### config.mk
export PLATFORM = sky130hd
export DESIGN_NAME = ocr_output_clamp
export DESIGN_NICKNAME = d
export VERILOG_FILES = /design/src/ocr_pkg.sv /design/src/ocr_output_clamp.sv
export SDC_FILE = /design/constraint.sdc
export NUM_CORES = 1
export LEC_CHECK = 0
export ABC_CLOCK_PERIOD_IN_PS = 21500
export BUFFER_PORTS_ARGS = -buffer_cell sky130_fd_sc_hd__buf_2
export CORE_MARGIN = 2
export CORE_UTILIZATION = 31
export CTS_CLUSTER_SIZE = 10
export DETAILED_ROUTE_END_ITERATION = 16
export MAX_ROUTING_LAYER = met4
export PLACE_DENSITY = 0.51
export SYNTH_ARGS = -nofsm -noshare
export SYNTH_HDL_FRONTEND = slang
export SYNTH_SLANG_ARGS = --single-unit
### constraint.sdc
create_clock -name CLOCK -period 21.5 [get_ports CLOCK]
set_input_delay 2.15 -clock CLOCK [delete_from_list [all_inputs] [get_ports CLOCK]]
set_output_delay 2.15 -clock CLOCK [all_outputs]
set_load 0.05 [all_outputs]
### src/ocr_pkg.sv
package ocr_pkg;

  localparam int unsigned OCR_AW    = 8;
  localparam int unsigned OCR_DW    = 16;
  localparam int unsigned OCR_PW    = 16;
  localparam int unsigned OCR_TW    = 12;
  localparam int unsigned OCR_LW    = 12;
  localparam int unsigned OCR_CW    = 5;
  localparam int unsigned OCR_NCOEF = 15;

  // register byte offsets
  localparam logic [7:0] OCR_ADDR_CTRL   = 8'h00;
  localparam logic [7:0] OCR_ADDR_STATUS = 8'h02;
  localparam logic [7:0] OCR_ADDR_MASK   = 8'h04;
  localparam logic [7:0] OCR_ADDR_FAULT  = 8'h06;
  localparam logic [7:0] OCR_ADDR_LEVEL  = 8'h08;
  localparam logic [7:0] OCR_ADDR_PRESS  = 8'h52;
  localparam logic [7:0] OCR_ADDR_TEMP   = 8'h62;
  localparam logic [7:0] OCR_ADDR_COEF0  = 8'h80;
  localparam logic [7:0] OCR_ADDR_COEFN  = 8'h9C;

  // clamp table
  localparam logic [6:0] OCR_HI_BASE_PCT = 7'h60;
  localparam logic [6:0] OCR_LO_BASE_PCT = 7'h04;
  localparam logic [6:0] OCR_HI_SAT_PCT  = 7'h46;
  localparam logic [6:0] OCR_LO_SAT_PCT  = 7'h1E;
  localparam logic [4:0] OCR_SAT_CODE    = 5'h1B;
  localparam logic [18:0] OCR_FULL_CODES = 19'h0_1000;
  localparam logic [18:0] OCR_FULL_PCT   = 19'h0_0064;

  typedef struct packed {
    logic       diag_en;
    logic [4:0] lo_code;
    logic [4:0] hi_code;
  } ocr_ctrl_t;

  localparam ocr_ctrl_t OCR_CTRL_RST  = 11'h400;
  localparam logic [11:0] OCR_LEVEL_RST = 12'h0A3;

  typedef struct packed {
    logic ecc;
    logic over_volt;
    logic under_volt;
    logic bridge;
  } ocr_fault_t;

  typedef struct packed {
    logic       clamp_lo;
    logic       clamp_hi;
    ocr_fault_t fault;
  } ocr_evt_t;

  typedef struct packed {
    logic [7:0]  addr;
    logic [15:0] wdata;
    logic        wr;
    logic        rd;
  } ocr_bus_req_t;

endpackage : ocr_pkg

### src/ocr_output_clamp.sv
// Operation
// - pressure Q1.15 at 0x52, temperature Q1.11 at 0x62
// - coefficients stored as signed 16-bit Q1.15
// - output level proportional to compensated bridge signal
// - digital clamps bound the linear output range
// - clamp codes below 27 map 96-n and 4+n percent, higher codes 70 and 30 percent
// - enabled diagnostics with fault release the output
// - levels beyond clamps never carry measurements
`timescale 1ns/10ps
module ocr_output_clamp (
  input  wire logic                 CLOCK,
  input  wire logic                 RSTN,
  input  wire ocr_pkg::ocr_bus_req_t BUS,
  output logic [15:0]               RDATA,
  input  wire logic                 PRESS_VALID,
  input  wire logic [15:0]          PRESS_DATA,
  input  wire logic                 TEMP_VALID,
  input  wire logic [11:0]          TEMP_DATA,
  input  wire ocr_pkg::ocr_fault_t  FAULT_PINS,
  input  wire logic [3:0]           COEFF_SEL,
  output logic [15:0]               COEFF_DATA,
  output logic [11:0]               OUT_LEVEL,
  output logic                      OUT_OE_N,
  output logic                      IRQ
);
  import ocr_pkg::*;

  typedef struct packed {
    ocr_ctrl_t        ctrl;
    ocr_evt_t         status;
    ocr_evt_t         mask;
    logic [15:0]      press;
    logic [11:0]      temp;
    logic [14:0][15:0] coef;
    ocr_fault_t       sync1;
    ocr_fault_t       sync2;
    ocr_fault_t       sync3;
    ocr_fault_t       fault;
    logic [15:0]      rdata;
    logic [15:0]      coef_q;
    logic [11:0]      level;
    logic             oe_n;
    logic             irq;
  } ocr_state_t;

  ocr_state_t state_r;
  ocr_state_t state_nxt;
  logic [11:0] hi_lvl;
  logic [11:0] lo_lvl;
  logic [11:0] mapped;
  logic        flt_any;

  // percent of supply to output code
  function automatic logic [11:0] pct_to_code(input logic [6:0] pct);
    logic [18:0] prod;
    prod = {12'h000, pct} * OCR_FULL_CODES;
    return 12'(prod / OCR_FULL_PCT);
  endfunction : pct_to_code

  // clamp code to percent, saturating codes
  function automatic logic [6:0] clamp_pct(input logic [4:0] code, input logic high);
    logic [6:0] pct;
    if (code >= OCR_SAT_CODE) begin
      pct = high ? OCR_HI_SAT_PCT : OCR_LO_SAT_PCT;
    end else begin
      pct = high ? OCR_HI_BASE_PCT - {2'b00, code} : OCR_LO_BASE_PCT + {2'b00, code};
    end
    return pct;
  endfunction : clamp_pct

  // signed Q1.15 to offset-binary output code
  function automatic logic [11:0] map_press(input logic [15:0] p);
    return {~p[15], p[14:4]};
  endfunction : map_press

  function automatic logic coef_hit(input logic [7:0] a);
    return (a >= OCR_ADDR_COEF0) && (a <= OCR_ADDR_COEFN) && !a[0];
  endfunction : coef_hit

  function automatic logic [3:0] coef_idx(input logic [7:0] a);
    logic [7:0] d;
    d = a - OCR_ADDR_COEF0;
    return d[4:1];
  endfunction : coef_idx

  assign hi_lvl  = pct_to_code(clamp_pct(state_r.ctrl.hi_code, 1'b1));
  assign lo_lvl  = pct_to_code(clamp_pct(state_r.ctrl.lo_code, 1'b0));
  assign mapped  = map_press(state_r.press);
  assign flt_any = |state_r.fault;

  always_comb begin
    ocr_evt_t set_ev;
    ocr_evt_t clr_ev;
    state_nxt = state_r;
    set_ev    = '0;
    clr_ev    = '0;

    // compensated readings from the datapath
    if (PRESS_VALID) begin
      state_nxt.press = PRESS_DATA;
    end
    if (TEMP_VALID) begin
      state_nxt.temp = TEMP_DATA;
    end

    // fault pin filter, change taken once stages two and three agree
    state_nxt.sync1 = FAULT_PINS;
    state_nxt.sync2 = state_r.sync1;
    state_nxt.sync3 = state_r.sync2;
    for (int i = 0; i < 4; i++) begin
      if (state_r.sync2[i] == state_r.sync3[i]) begin
        state_nxt.fault[i] = state_r.sync3[i];
      end
    end
    set_ev.fault = state_nxt.fault & ~state_r.fault;

    // clamping of the mapped level
    if (mapped > hi_lvl) begin
      state_nxt.level = hi_lvl;
      set_ev.clamp_hi = 1'b1;
    end else if (mapped < lo_lvl) begin
      state_nxt.level = lo_lvl;
      set_ev.clamp_lo = 1'b1;
    end else begin
      state_nxt.level = mapped;
    end

    // diagnostics release the pin
    state_nxt.oe_n = state_r.ctrl.diag_en && flt_any;

    // register writes
    if (BUS.wr) begin
      if (BUS.addr == OCR_ADDR_CTRL) begin
        state_nxt.ctrl = BUS.wdata[10:0];
      end else if (BUS.addr == OCR_ADDR_STATUS) begin
        clr_ev = BUS.wdata[5:0];
      end else if (BUS.addr == OCR_ADDR_MASK) begin
        state_nxt.mask = BUS.wdata[5:0];
      end else if (coef_hit(BUS.addr)) begin
        state_nxt.coef[coef_idx(BUS.addr)] = BUS.wdata;
      end
    end

    // sticky events, set wins over clear
    state_nxt.status = (state_r.status & ~clr_ev) | set_ev;
    state_nxt.irq    = |(state_nxt.status & state_nxt.mask);

    // register reads, data in the following cycle
    state_nxt.rdata = '0;
    if (BUS.rd) begin
      if (BUS.addr == OCR_ADDR_CTRL) begin
        state_nxt.rdata = {5'h00, state_r.ctrl};
      end else if (BUS.addr == OCR_ADDR_STATUS) begin
        state_nxt.rdata = {10'h000, state_r.status};
      end else if (BUS.addr == OCR_ADDR_MASK) begin
        state_nxt.rdata = {10'h000, state_r.mask};
      end else if (BUS.addr == OCR_ADDR_FAULT) begin
        state_nxt.rdata = {12'h000, state_r.fault};
      end else if (BUS.addr == OCR_ADDR_LEVEL) begin
        state_nxt.rdata = {3'h0, state_r.oe_n, state_r.level};
      end else if (BUS.addr == OCR_ADDR_PRESS) begin
        state_nxt.rdata = state_r.press;
      end else if (BUS.addr == OCR_ADDR_TEMP) begin
        state_nxt.rdata = {4'h0, state_r.temp};
      end else if (coef_hit(BUS.addr)) begin
        state_nxt.rdata = state_r.coef[coef_idx(BUS.addr)];
      end
    end

    // coefficient port to the compensation datapath
    if (COEFF_SEL < 4'(OCR_NCOEF)) begin
      state_nxt.coef_q = state_r.coef[COEFF_SEL];
    end else begin
      state_nxt.coef_q = '0;
    end
  end

  always_ff @(posedge CLOCK) begin
    if (!RSTN) begin
      state_r       <= '0;
      state_r.ctrl  <= OCR_CTRL_RST;
      state_r.level <= OCR_LEVEL_RST;
      state_r.oe_n  <= 1'b0;
    end else begin
      state_r <= state_nxt;
    end
  end

  assign RDATA      = state_r.rdata;
  assign COEFF_DATA = state_r.coef_q;
  assign OUT_LEVEL  = state_r.level;
  assign OUT_OE_N   = state_r.oe_n;
  assign IRQ        = state_r.irq;
endmodule : ocr_output_clamp

* Yosys cells after proc, flatten, opt, wreduce, memory -nomap -nowiden *
Index checks and enable logic that the tools add are counted.

word-level totals
  flip-flop bits (word level) = 353
  output and inout port bits = 46
  logic and storage cells = 139

cells by class
  mux-type cells = 33
  reduce and logical (&&, ||, !) cells = 14
  div/mod/pow operators = 2
  $add $sub $neg = 3
  equality and inequality tests = 10
  order comparisons = 10
  bitwise gates (word level) = 12

operators by type and width
  kind                     count
  $bwmux W240              1
  $bmux W16 S4             2
  $mux W16                 6
  $demux W16 S4            1
  $mux W6                  8
  $mux W11                 4
  $div A19 B7 Y19 const B  2
  $mux W12                 2
  $eq A8 B3 Y1 const B     2
  $eq A8 B7 Y1 const B     2
  $mux W13                 1
  $and A6 B6 Y6            2
  $gt A12 B12 Y1           1
  $lt A12 B12 Y1           1
  $reduce_or A6 Y1         2
  $ge A5 B5 Y1 const B     2
  $lt A4 B5 Y1 const B     2
  $eq A8 B2 Y1 const B     1
  $eq A8 B4 Y1 const B     1
  $ge A8 B8 Y1 const B     1
  $le A8 B8 Y1 const B     1
  $logic_not A8 Y1         1
  $mux W1                  7
  $mux W7                  1
  other kinds (17)         30

* Longest topological paths before layout *
Gate-level depths: netlist of the first run.

  depth in word-level cells = 11
  mapped depth = 90
  depth with buffers taken out = 82

* Worst setup path after synthesis of the first run *
OpenSTA, ideal clock, no wires.

  path type = register to register
  start = reg state_r[342] in the netlist's numbering
  end = reg state_r, in the netlist IRQ
  arrival = 16339 ps
  data required time = 21383 ps
  stages on the path, launching flop included = 87
  library setup time = 117 ps
  setup slack = 5045 ps
  buffers on the path = 7
  path through = dfxtp_1 buf_4 nor3_1 mux2i_1 inv_1 ha_1 nor3b_1 o211ai_1 nand3b_1 inv_1 xnor2_1 ha_1 nor4_1 nor2b_1 a31o_2 or2_1 inv_2 xnor2_1 (+51 left out) ha_1 nand2_1 or2_2 mux2_1 mux2_2 o22ai_1 a32o_1 nand2_1 ha_1 nor2b_1 o21ai_0 nand2b_1 a21oi_1 o21ai_0 o22a_1 inv_1 a22o_1 a22o_1

between the ends
  cells in the longest elaborated chain, start to end = 8

ends and longest elaborated chain
  what                                           line                                            RTL
  from (decl)                                    ocr_output_clamp.sv:46                          ocr_state_t state_r;
  from (signal assigned)                         ocr_output_clamp.sv:185                         state_r <= state_nxt;
  $sub A6 B6 Y7 or $ge A5 B5 Y1 (tied branches)  ocr_output_clamp.sv:66, ocr_output_clamp.sv:63
  $mux W7 *                                      ocr_output_clamp.sv:63                          if (code >= OCR_SAT_CODE) begin
  $div A19 B7 Y19 *                              ocr_output_clamp.sv:57                          return 12'(prod / OCR_FULL_PCT);
  $gt A12 B12 Y1 *                               ocr_output_clamp.sv:118                         if (mapped > hi_lvl) begin
  $mux W1                                        ocr_output_clamp.sv:118
  $or A6 B6 Y6 *                                 ocr_output_clamp.sv:145                         state_nxt.status = (state_r.status & ~clr_ev) | set_ev;
  $and A6 B6 Y6 *                                ocr_output_clamp.sv:146                         state_nxt.irq = |(state_nxt.status & state_nxt.mask);
  $reduce_or A6 Y1 *                             ocr_output_clamp.sv:146

Every way passes the cells marked *; elsewhere a longest branch is shown, timed or not.
A chain may end at the register's enable or synchronous reset.

* Final worst setup path of the first run *
  start = reg state_r[342] in the netlist's numbering
  end = reg state_r, in the netlist OUT_LEVEL[0]

between the ends
  cells in the longest elaborated chain, start to end = 5

ends and longest elaborated chain
  what                                           line
  $sub A6 B6 Y7 or $ge A5 B5 Y1 (tied branches)  ocr_output_clamp.sv:66, ocr_output_clamp.sv:63
  $mux W7 *                                      ocr_output_clamp.sv:63
  $div A19 B7 Y19 *                              ocr_output_clamp.sv:57
  $gt A12 B12 Y1                                 ocr_output_clamp.sv:118
  $mux W12 *                                     ocr_output_clamp.sv:118

Marked as above.

==> impl_metrics.json, run 1 <==
{
  "portBuffers": 111,
  "antenna_found_initial": 6,
  "p_sw_share_pct": 39.7,
  "die-height_um": 292,
  "postSynthAreaPerCell_um2": 8.37,
  "postSynthCellCount": 3076,
  "yosys_register_bits": 353,
  "power_frac_comb_pct": 39.8,
  "hold_class": "register to register",
  "initial_core_util_pct": 31.3,
  "ir_drop_mv": 0.0654,
  "met2_length_um": 45000,
  "ys_types": 139,
  "clk_pin_slew_ns": 0.06,
  "globalplace.congestion": 0.919,
  "cpMostUsedCell": "ha_1",
  "clkPwrFrac_pct": 31.1,
  "max-cap-violations": 0,
  "multi_input_comb_area_um2": 17200,
  "cpMaxStageDelayCell": "or4_4",
  "synth_nets": 3194,
  "yosysWarnings": 0,
  "netlist_top_cells_count": "nand2_1, dfxtp_1, a21boi_0",
  "ant_nets": 0,
  "critPathMaxFanout": 16,
  "critPathKind": "register to register",
  "yosys.area.top_type_share_pct": 27.5,
  "grt_pass1_wl_um": 143000,
  "crit_path_start_kind": "register",
  "tightest_slew_ns": 1.21,
  "relSlewSlack_pct": 18.9,
  "cts_root_buf": "clkbuf_16",
  "area_delta_synth_final_pct": 9.51,
  "cp-startpoint": "state_r[342]",
  "crit_path_max_incr_delay_ns": 0.58,
  "r2r-start": "state_r[342]",
  "grt_pass1_vias": 22200,
  "fmax_mhz": 50.3,
  "ctsHtreeMaxLevel": 2,
  "via_per_inst": 5.63,
  "die_w_um": 292,
  "setup_viol": 0,
  "worstPathArrival_ns": 20.39,
  "slew_viol_final": 0,
  "seqPwrFrac_pct": 29.1,
  "cp-endpoint": "OUT_LEVEL[0]",
  "hold_buffers": 0,
  "reg2reg_depth": 82,
  "io_pins": 112,
  "synth_most_common_cell": "nand2_1",
  "p_sw_w": 0.000916,
  "dr_wl_met3_um": 5290,
  "status": "complete, no violations",
  "wl_per_cell_um": 22.9,
  "fillers": 8572,
  "synthTopCellsByArea": "dfxtp_1, mux4_2, nand2_1",
  "syn_area_um2": 25700,
  "p_int_w": 0.00139,
  "overflow": 0,
  "wl_um": 94800,
  "hold_viol_final": 0,
  "ys.flop_type": "dfxtp_1",
  "first_pass_iters": 5,
  "clk_path_buf_depth": 3,
  "clock_latency_ns": 0.60,
  "cts_tree": "yes",
  "cts_buffers": 45,
  "p_leak_nw": 10.1,
  "critPathRequiredTime_ns": 22.00,
  "regArea_um2": 7070,
  "cp-end-kind": "register",
  "dr_total_vias": 23300,
  "core_um2": 82100,
  "dp_hpwl_um": 66200,
  "hold_ws_ns": 0.432,
  "nets": 3157,
  "fin_worst_skew_ns": 0.0401,
  "drcViolationCount": 0,
  "finalSetupTns_ns": 0,
  "wl_met1_um": 42300,
  "synth_largest_area_cell": "dfxtp_1",
  "grt_max_degree": 109,
  "top_layer_used": "met4",
  "fp-row-count": 105,
  "cts.sinks": 353,
  "drive_gt1_share_pct": 16.2,
  "first_iter_violations": 1906,
  "timing.final.crit_share_pct": 92.5,
  "rrSetupSlack_ns": 1.61,
  "min_period_ns": 19.89,
  "synth-async-reset-ratio_pct": 0,
  "reg2reg_to": "OUT_LEVEL[0]",
  "grt_usage_pct": 22.3,
  "p_per_area_nw_per_um2": 82.0,
  "synth_enable_flop_cells": 0,
  "ys_seq_area_share_pct": 27.5,
  "die_area_um2": 85300
}
[worst min-delay path by stage]
stage                       start            end  slack, ns  depth (start not counted)
floorplan           state_nxt[54]  state_nxt[50]       0.41                          1
global placement    state_nxt[56]  state_nxt[52]       0.42                          1
detailed placement  state_nxt[56]  state_nxt[52]       0.43                          1
CTS                 state_nxt[56]  state_nxt[52]       0.44                          1
global route        state_nxt[54]  state_nxt[50]       0.46                          1
finish              state_nxt[56]  state_nxt[52]       0.43                          1
[placed cells by master, fill, tap and decap left out, drive strengths merged, types with 24 or more instances in the layout]
master,instances
buf,155
o21ai,131
mux2i,120
nor2b,66
inv,64
o22ai,24
a31oi,30
ha,52
mux4,122
a21o,26
nor3,55
nor2,136
or3,24
clkbuf,65
a21boi,265
a21oi,117
and2,41
dfxtp,353
a211oi,25
nand3,72
xnor2,26
nand2,675
o211ai,24
[final cells by class]
type	count	area share, %
antenna	4	0.0355
multi-input combinational	2417	61.2
sequential	353	25.1
clock inverter	7	0.333
timing repair buffer	156	3.24
inverter	66	0.879
tap	1070	4.75
clock buffer	64	4.53
[power by group through the flow]
stage	registers [W]	clock network (W)	logic, W
final	0.000673	0.000719	0.000918
after global routing	0.000673	0.000759	0.000991
after global placement	0.000687	0	0.000909
after floorplan	0.000680	0	0.000713
after detailed placement	0.000687	0	0.000892
after CTS	0.000673	0.000733	0.000898
[cell families (layout without fill, tap and decap cells)]
kind of cell / Yosys count / after routing / share of synthesized area [%]
muxes: 265 / 265 / 16.4
AOI/OAI and AO/OA: 836 / 836 / 23.8
and+or+nand+nor: 1221 / 1221 / 22.4
DFF: 353 / 353 / 27.5
buffers and inverters: 306 / 293 / 5.84
adders and majority gates: 52 / 52 / 2.53
xor gates and xnor gates: 42 / 42 / 1.56
other: 1 / 5 / 0.0146
[repair_timing]
| action | CTS | global route |
|---|---|---|
| endpoints found under the setup margin | 0 | 13 |
| gates resized for setup | 0 | 4 |
| buffers inserted | 0 | 3 |
| endpoints found under the hold margin | 0 | 0 |
[registers in the layout, indices dropped and copies added, names as in the netlist]
name	flops
mapped	11
state_nxt	8
RDATA	16
COEFF_DATA	16
OUT_OE_N	1
OUT_LEVEL	12
state_r	288
IRQ	1
[worst max-delay path: cells and delay by family (launching register included)]
family | cells | cell delay, ns
AOI/OAI and AO/OA | 19 | 3.56
adders and majority gates | 13 | 3.58
xor gates and xnor gates | 3 | 0.85
muxes | 5 | 1.42
buffers and inverters | 13 | 2.40
DFF | 1 | 0.57
and+or+nand+nor | 29 | 7.36
[per-layer routing]
layer,global-route usage [%],vias up
met4,5.26,0
met5,-,-
met3,3.38,127
li1,-,11100
met1,28.9,11400
met2,36.3,709
[per-stage QoR]
step	cell area [um2]	total power [W]	util (%)	setup slack, ns	std cells
2_1_floorplan	25700	0.00139	-	5.04	3076
3_3_place_gp	26800	0.00160	32.6	1.63	4059
3_5_place_dp	26800	0.00158	32.6	1.35	4059
4_1_cts	28100	0.00230	34.3	1.27	4130
5_1_grt	28200	0.00242	34.3	-0.0193	4137
6_report	28200	0.00231	34.3	1.61	4137
No activity file was read; power rests on OpenSTA's default activity.
==> run 2, diff against run 1 <==
--- a/config.mk
+++ b/config.mk
@@ -7,12 +7,14 @@
 export LEC_CHECK = 0
 export ABC_CLOCK_PERIOD_IN_PS = 21500
 export BUFFER_PORTS_ARGS = -buffer_cell sky130_fd_sc_hd__buf_2
+export CELL_PAD_IN_SITES_DETAIL_PLACEMENT = 0
+export CELL_PAD_IN_SITES_GLOBAL_PLACEMENT = 1
 export CORE_MARGIN = 2
 export CORE_UTILIZATION = 31
 export CTS_CLUSTER_SIZE = 10
 export DETAILED_ROUTE_END_ITERATION = 16
 export MAX_ROUTING_LAYER = met4
-export PLACE_DENSITY = 0.51
+export PLACE_DENSITY = 0.61
 export SYNTH_ARGS = -nofsm -noshare
 export SYNTH_HDL_FRONTEND = slang
 export SYNTH_SLANG_ARGS = --single-unit
==> run 2 against run 1 <==
- sequential share of layout area is 0.064 points higher
- flip-flop and latch count stayed put
- worst setup slack better by 0.043 ns
- die area stayed put
- register-to-register slack better by 0.04 ns
- sequential power hardly changed
- count of clock-buffer cells in the layout is 7 lower
- final area is 0.24% lower
- first-iteration DRC count is 5.4% higher
- critical path type unchanged
- largest cell class unchanged
==> impl_metrics.json, run 2 (synthesized netlist as in run 1, its figures left out) <==
{
  "status": "complete, no violations",
  "clk_pin_slew_ns": 0.05,
  "setup_viol": 0,
  "portBuffers": 111,
  "placed_cells": 4053,
  "core_um2": 82100,
  "grt_pass1_wl_um": 148000,
  "regMostFlops": "state_r",
  "cts.sinks": 353,
  "p_per_area_nw_per_um2": 82.2,
  "cp-end-kind": "register",
  "clk_path_buf_depth": 3,
  "place_area_um2": 26700,
  "cts_tree": "yes",
  "drive_gt1_share_pct": 16.1,
  "multi_input_comb_area_um2": 17300,
  "first_iter_violations": 2008,
  "die_area_um2": 85300,
  "die_w_um": 292,
  "critPathKind": "register to register",
  "grt_pass1_vias": 23000,
  "ir_drop_mv": 0.0556,
  "largest_reg_flops": 288,
  "cts_buffers": 44,
  "wl_per_cell_um": 24.0,
  "max-cap-violations": 0,
  "reg2reg_depth": 81,
  "ant_nets": 0,
  "cts_root_buf": "clkbuf_16",
  "final_common_cell": "nand2_1",
  "nets": 3147,
  "cpMostUsedCell": "ha_1",
  "dr_total_vias": 23700,
  "hold_class": "register to register",
  "globalplace.congestion": 0.909,
  "fp-row-count": 105,
  "slew_viol_final": 0,
  "whs_path_depth": 1,
  "first_pass_iters": 6,
  "fin_worst_skew_ns": 0.0297,
  "hold_buffers": 0,
  "worstPathArrival_ns": 20.27,
  "dp_hpwl_um": 68200,
  "timing.final.crit_share_pct": 92.3,
  "critPathRequiredTime_ns": 21.92,
  "overflow": 0,
  "fillers": 8497,
  "mostFrequentLayoutCells": "nand2_1, dfxtp_1, a21boi_0, nor2_1, mux4_2",
  "rsz0062_at_grt": "false",
  "hold_viol_final": 0,
  "via_per_inst": 5.76,
  "antenna_found_initial": 10,
  "wl_um": 99100,
  "fmax_mhz": 50.4,
  "tightest_slew_ns": 1.41,
  "fin_util_pct": 34.2,
  "grt_usage_pct": 23.2,
  "crit_path_max_incr_delay_ns": 0.58,
  "grt_max_degree": 120,
  "min_period_ns": 19.85,
  "io_pins": 112,
  "critPathMaxFanout": 16,
  "die-height_um": 292,
  "finalSetupTns_ns": 0,
  "relSlewSlack_pct": 5.46,
  "stdcell_area_um2": 28100,
  "p_leak_nw": 10.1,
  "cpMaxStageDelayCell": "or4_4",
  "clock_latency_ns": 0.59,
  "layout.cells.non_filler": 4122,
  "regArea_um2": 7070,
  "area_delta_synth_final_pct": 9.25,
  "ctsHtreeMaxLevel": 2,
  "crit_path_start_kind": "register",
  "initial_core_util_pct": 31.3,
  "drcViolationCount": 0,
  "hold_ws_ns": 0.433
}
## run 2: changes by cell type in the layout (fill, tap and decap cells not counted), sizes merged
cell	before	now
bufinv	0	2
buf	155	146
clkinv	9	8
clkbuf	65	58
inv	64	63
diode	4	5
## run 2: path summary, 6_finish.rpt
| path | to | slack (ns) | start |
|---|---|---|---|
| min reg2reg | state_nxt[52] | 0.43 | state_nxt[56] |
| max | OUT_LEVEL[0] | 1.65 | state_r[342] |
| min | state_nxt[52] | 0.43 | state_nxt[56] |
| max reg2reg | OUT_LEVEL[0] | 1.65 | state_r[342] |
## run 2: cell type report
cell class                      count  area share, %
Clock buffer                       57           4.31
Multi-Input combinational cell   2417           61.4
Tap cell                         1070           4.76
Antenna cell                        5         0.0445
Sequential cell                   353           25.1
Inverter                           66          0.881
Clock inverter                      7          0.445
Timing Repair Buffer              147           3.00
## run 2: critical path, delay by kind of cell, from the launching register on
family,cells,cell delay (ns)
compound gates,19,3.60
buf+inv,13,2.51
xor+xnor,3,0.60
mux,4,1.14
fa+ha+maj,13,3.42
simple gates,29,7.88
flops,1,0.47
## run 2: routing by layer
metal	share of wire, %	global-route usage, %	routed length, um	vias up
li1	-	-	-	11000
met1	43	29.7	42600	11700
met2	48	38.5	47600	837
met3	6.4	3.14	6330	153
met4	2.6	6.02	2590	0
met5	0	-	0	-
## run 2: report_power, final
part           internal (W)  leakage [nW]  switching, W
Combinational      0.000319          6.61      0.000604
Sequential         0.000662          2.85     0.0000110
Clock              0.000416         0.652      0.000298
## run 2: what timing repair did
item                       in CTS  in global routing
buffers inserted                0                  0
gates resized for setup         0                  8
setup endpoints to repair       0                 15
hold endpoints to repair        0                  0
## run 2: metrics by stage
step / setup WS (ns) / power, W
floorplan: 5.04 / 0.00139
global placement: 1.64 / 0.00160
detailed placement: 1.15 / 0.00159
CTS: 1.08 / 0.00231
global route: 0.0374 / 0.00243
finish: 1.65 / 0.00231
==> run 3, diff against run 2 <==
--- a/config.mk
+++ b/config.mk
@@ -5,7 +5,7 @@
 export SDC_FILE = /design/constraint.sdc
 export NUM_CORES = 1
 export LEC_CHECK = 0
-export ABC_CLOCK_PERIOD_IN_PS = 21500
+export ABC_CLOCK_PERIOD_IN_PS = 25400
 export BUFFER_PORTS_ARGS = -buffer_cell sky130_fd_sc_hd__buf_2
 export CELL_PAD_IN_SITES_DETAIL_PLACEMENT = 0
 export CELL_PAD_IN_SITES_GLOBAL_PLACEMENT = 1
@@ -15,6 +15,7 @@
 export DETAILED_ROUTE_END_ITERATION = 16
 export MAX_ROUTING_LAYER = met4
 export PLACE_DENSITY = 0.61
+export RECOVER_POWER = 50
 export SYNTH_ARGS = -nofsm -noshare
 export SYNTH_HDL_FRONTEND = slang
 export SYNTH_SLANG_ARGS = --single-unit
==> constraint.sdc (replaced) <==
create_clock -name CLOCK -period 25.4 [get_ports CLOCK]
set_input_delay 2.54 -clock CLOCK [delete_from_list [all_inputs] [get_ports CLOCK]]
set_output_delay 2.54 -clock CLOCK [all_outputs]
set_load 0.05 [all_outputs]
==> run 3 against run 2 <==
- the run now ends with capacitance limit, slew limit left
- die area stayed put
- clock power decreased by 20%
- register-to-register slack better by 2.8 ns
- wire length fell by 1.2%
- largest cell class unchanged
- global-route usage fell by 0.29 points
==> impl_metrics.json, run 3 (synthesized netlist as in run 1, its figures left out) <==
{
  "first_iter_violations": 2160,
  "cts-resized-gates": 0,
  "tightest_slew_ns": 4.79,
  "final_common_cell": "nand2_1",
  "globalplace.congestion": 0.925,
  "timing.final.crit_share_pct": 82.6,
  "crit_path_max_incr_delay_ns": 0.62,
  "antenna_found_initial": 6,
  "min_period_ns": 20.97,
  "grt_usage_pct": 22.9,
  "io_pins": 112,
  "total_power_w": 0.00192,
  "critPathMaxFanout": 16,
  "finalSetupTns_ns": 0,
  "grt_pass1_vias": 22900,
  "drive_gt1_share_pct": 14.0,
  "setup_viol": 0,
  "hold_class": "register to register",
  "critPathRequiredTime_ns": 25.62,
  "via_per_inst": 5.73,
  "dr_total_vias": 23600,
  "cpMostUsedCell": "ha_1",
  "area_delta_synth_final_pct": 8.30,
  "nets": 3143,
  "portBuffers": 111,
  "drcViolationCount": 0,
  "violations": "capacitance limit, slew limit",
  "clk_path_buf_depth": 3,
  "post_cts_buffers": 0,
  "clock_latency_ns": 0.59,
  "p_per_area_nw_per_um2": 69.0,
  "grt_max_degree": 113,
  "worstPathArrival_ns": 21.19,
  "wl_um": 97800,
  "fp-row-count": 105,
  "cts.sinks": 353,
  "ctsHtreeMaxLevel": 2,
  "fmax_mhz": 47.7,
  "initial_core_util_pct": 31.3,
  "relSlewSlack_pct": -220,
  "hold_buffers": 0,
  "overflow": 0,
  "p_int_w": 0.00115,
  "die_w_um": 292,
  "regMostFlops": "state_r",
  "reg2reg_depth": 81,
  "reg2reg_to": "OUT_LEVEL[0]",
  "ir_drop_mv": 0.0525,
  "fin_worst_skew_ns": 0.0205,
  "die_area_um2": 85300,
  "seqPwrFrac_pct": 29.6,
  "cpMaxStageDelayCell": "xnor2_1",
  "first_pass_iters": 5,
  "largest_reg_flops": 288,
  "power_frac_comb_pct": 40.7,
  "clk_pin_slew_ns": 0.06,
  "rsz0062_at_grt": "false",
  "cts_tree": "yes",
  "dp_hpwl_um": 67400,
  "status": "finished with violations",
  "p_sw_share_pct": 40.1,
  "rrSetupSlack_ns": 4.43,
  "r2r-start": "state_r[342]",
  "grt_pass1_wl_um": 147000,
  "slew_viol_final": 325,
  "hold_viol_final": 0,
  "p_sw_w": 0.000771,
  "crit_path_start_kind": "register",
  "cp-endpoint": "OUT_LEVEL[0]",
  "wl_per_cell_um": 23.8,
  "mostFrequentLayoutCells": "nand2_1, dfxtp_1, a21boi_0, nor2_1, mux4_2",
  "core_um2": 82100,
  "max-cap-violations": 3,
  "ant_nets": 0,
  "clkPwrFrac_pct": 29.6,
  "cp-startpoint": "state_r[342]",
  "critPathKind": "register to register",
  "cts_buffers": 43,
  "die-height_um": 292,
  "cp-end-kind": "register",
  "p_leak_nw": 9.83,
  "cts_root_buf": "clkbuf_16"
}
-- run 3: worst min-delay path by stage --
stage	startpoint	cells past startpoint	end
2_1_floorplan	state_nxt[54]	1	state_nxt[50]
3_3_place_gp	state_nxt[56]	1	state_nxt[52]
3_5_place_dp	state_nxt[55]	1	state_nxt[51]
4_1_cts	state_nxt[55]	1	state_nxt[51]
6_report	state_nxt[55]	1	state_nxt[51]
5_1_grt	state_nxt[55]	1	state_nxt[51]
-- run 3: per-stage QoR --
stage	area [um2]	utilization, %	instances	worst slack (ns)	hold slack, ns
after floorplan	25700	-	3076	8.94	0.412
after global placement	26700	32.5	4050	5.48	0.425
after detailed placement	26700	32.5	4050	5.04	0.420
after CTS	27900	34.0	4114	4.96	0.433
after global routing	27900	33.9	4118	2.63	0.459
final	27900	33.9	4118	4.43	0.431
-- run 3: power by group through the flow --
stage | clock, W | sequential (W) | combinational (W)
2_1_floorplan | 0 | 0.000575 | 0.000604
3_3_place_gp | 0 | 0.000582 | 0.000766
3_5_place_dp | 0 | 0.000582 | 0.000761
4_1_cts | 0.000580 | 0.000570 | 0.000765
5_1_grt | 0.000600 | 0.000570 | 0.000851
6_report | 0.000569 | 0.000570 | 0.000783
-- run 3: critical path: cells and delay by family (launching register included) --
family,cells,cell delay (ns)
AOI/OAI and AO/OA,19,3.87
xor gates and xnor gates,2,1.12
adders and majority gates,13,3.56
buffers and inverters,13,2.64
DFF,1,0.45
muxes,5,1.48
and+or+nand+nor,29,7.41
-- run 3: area by class of cell --
cell class | count | area (um2)
well taps | 1070 | 1340
fillers | 8500 | 54200
diodes | 4 | 10.0
clock buffers | 59 | 1170
flip-flops and latches | 353 | 7070
inverters | 66 | 248
repair buffers | 144 | 747
clock inverters | 5 | 65.1
multi-input cells | 2417 | 17200
-- run 3: routing by layer --
layer / GRT usage [%] / routed length (um) / share of wire [%]
met4: 6.78 / 2960 / 3.0
met3: 2.92 / 5700 / 5.8
met2: 37.5 / 46500 / 47
met1: 29.6 / 42700 / 44
met5: - / 0 / 0
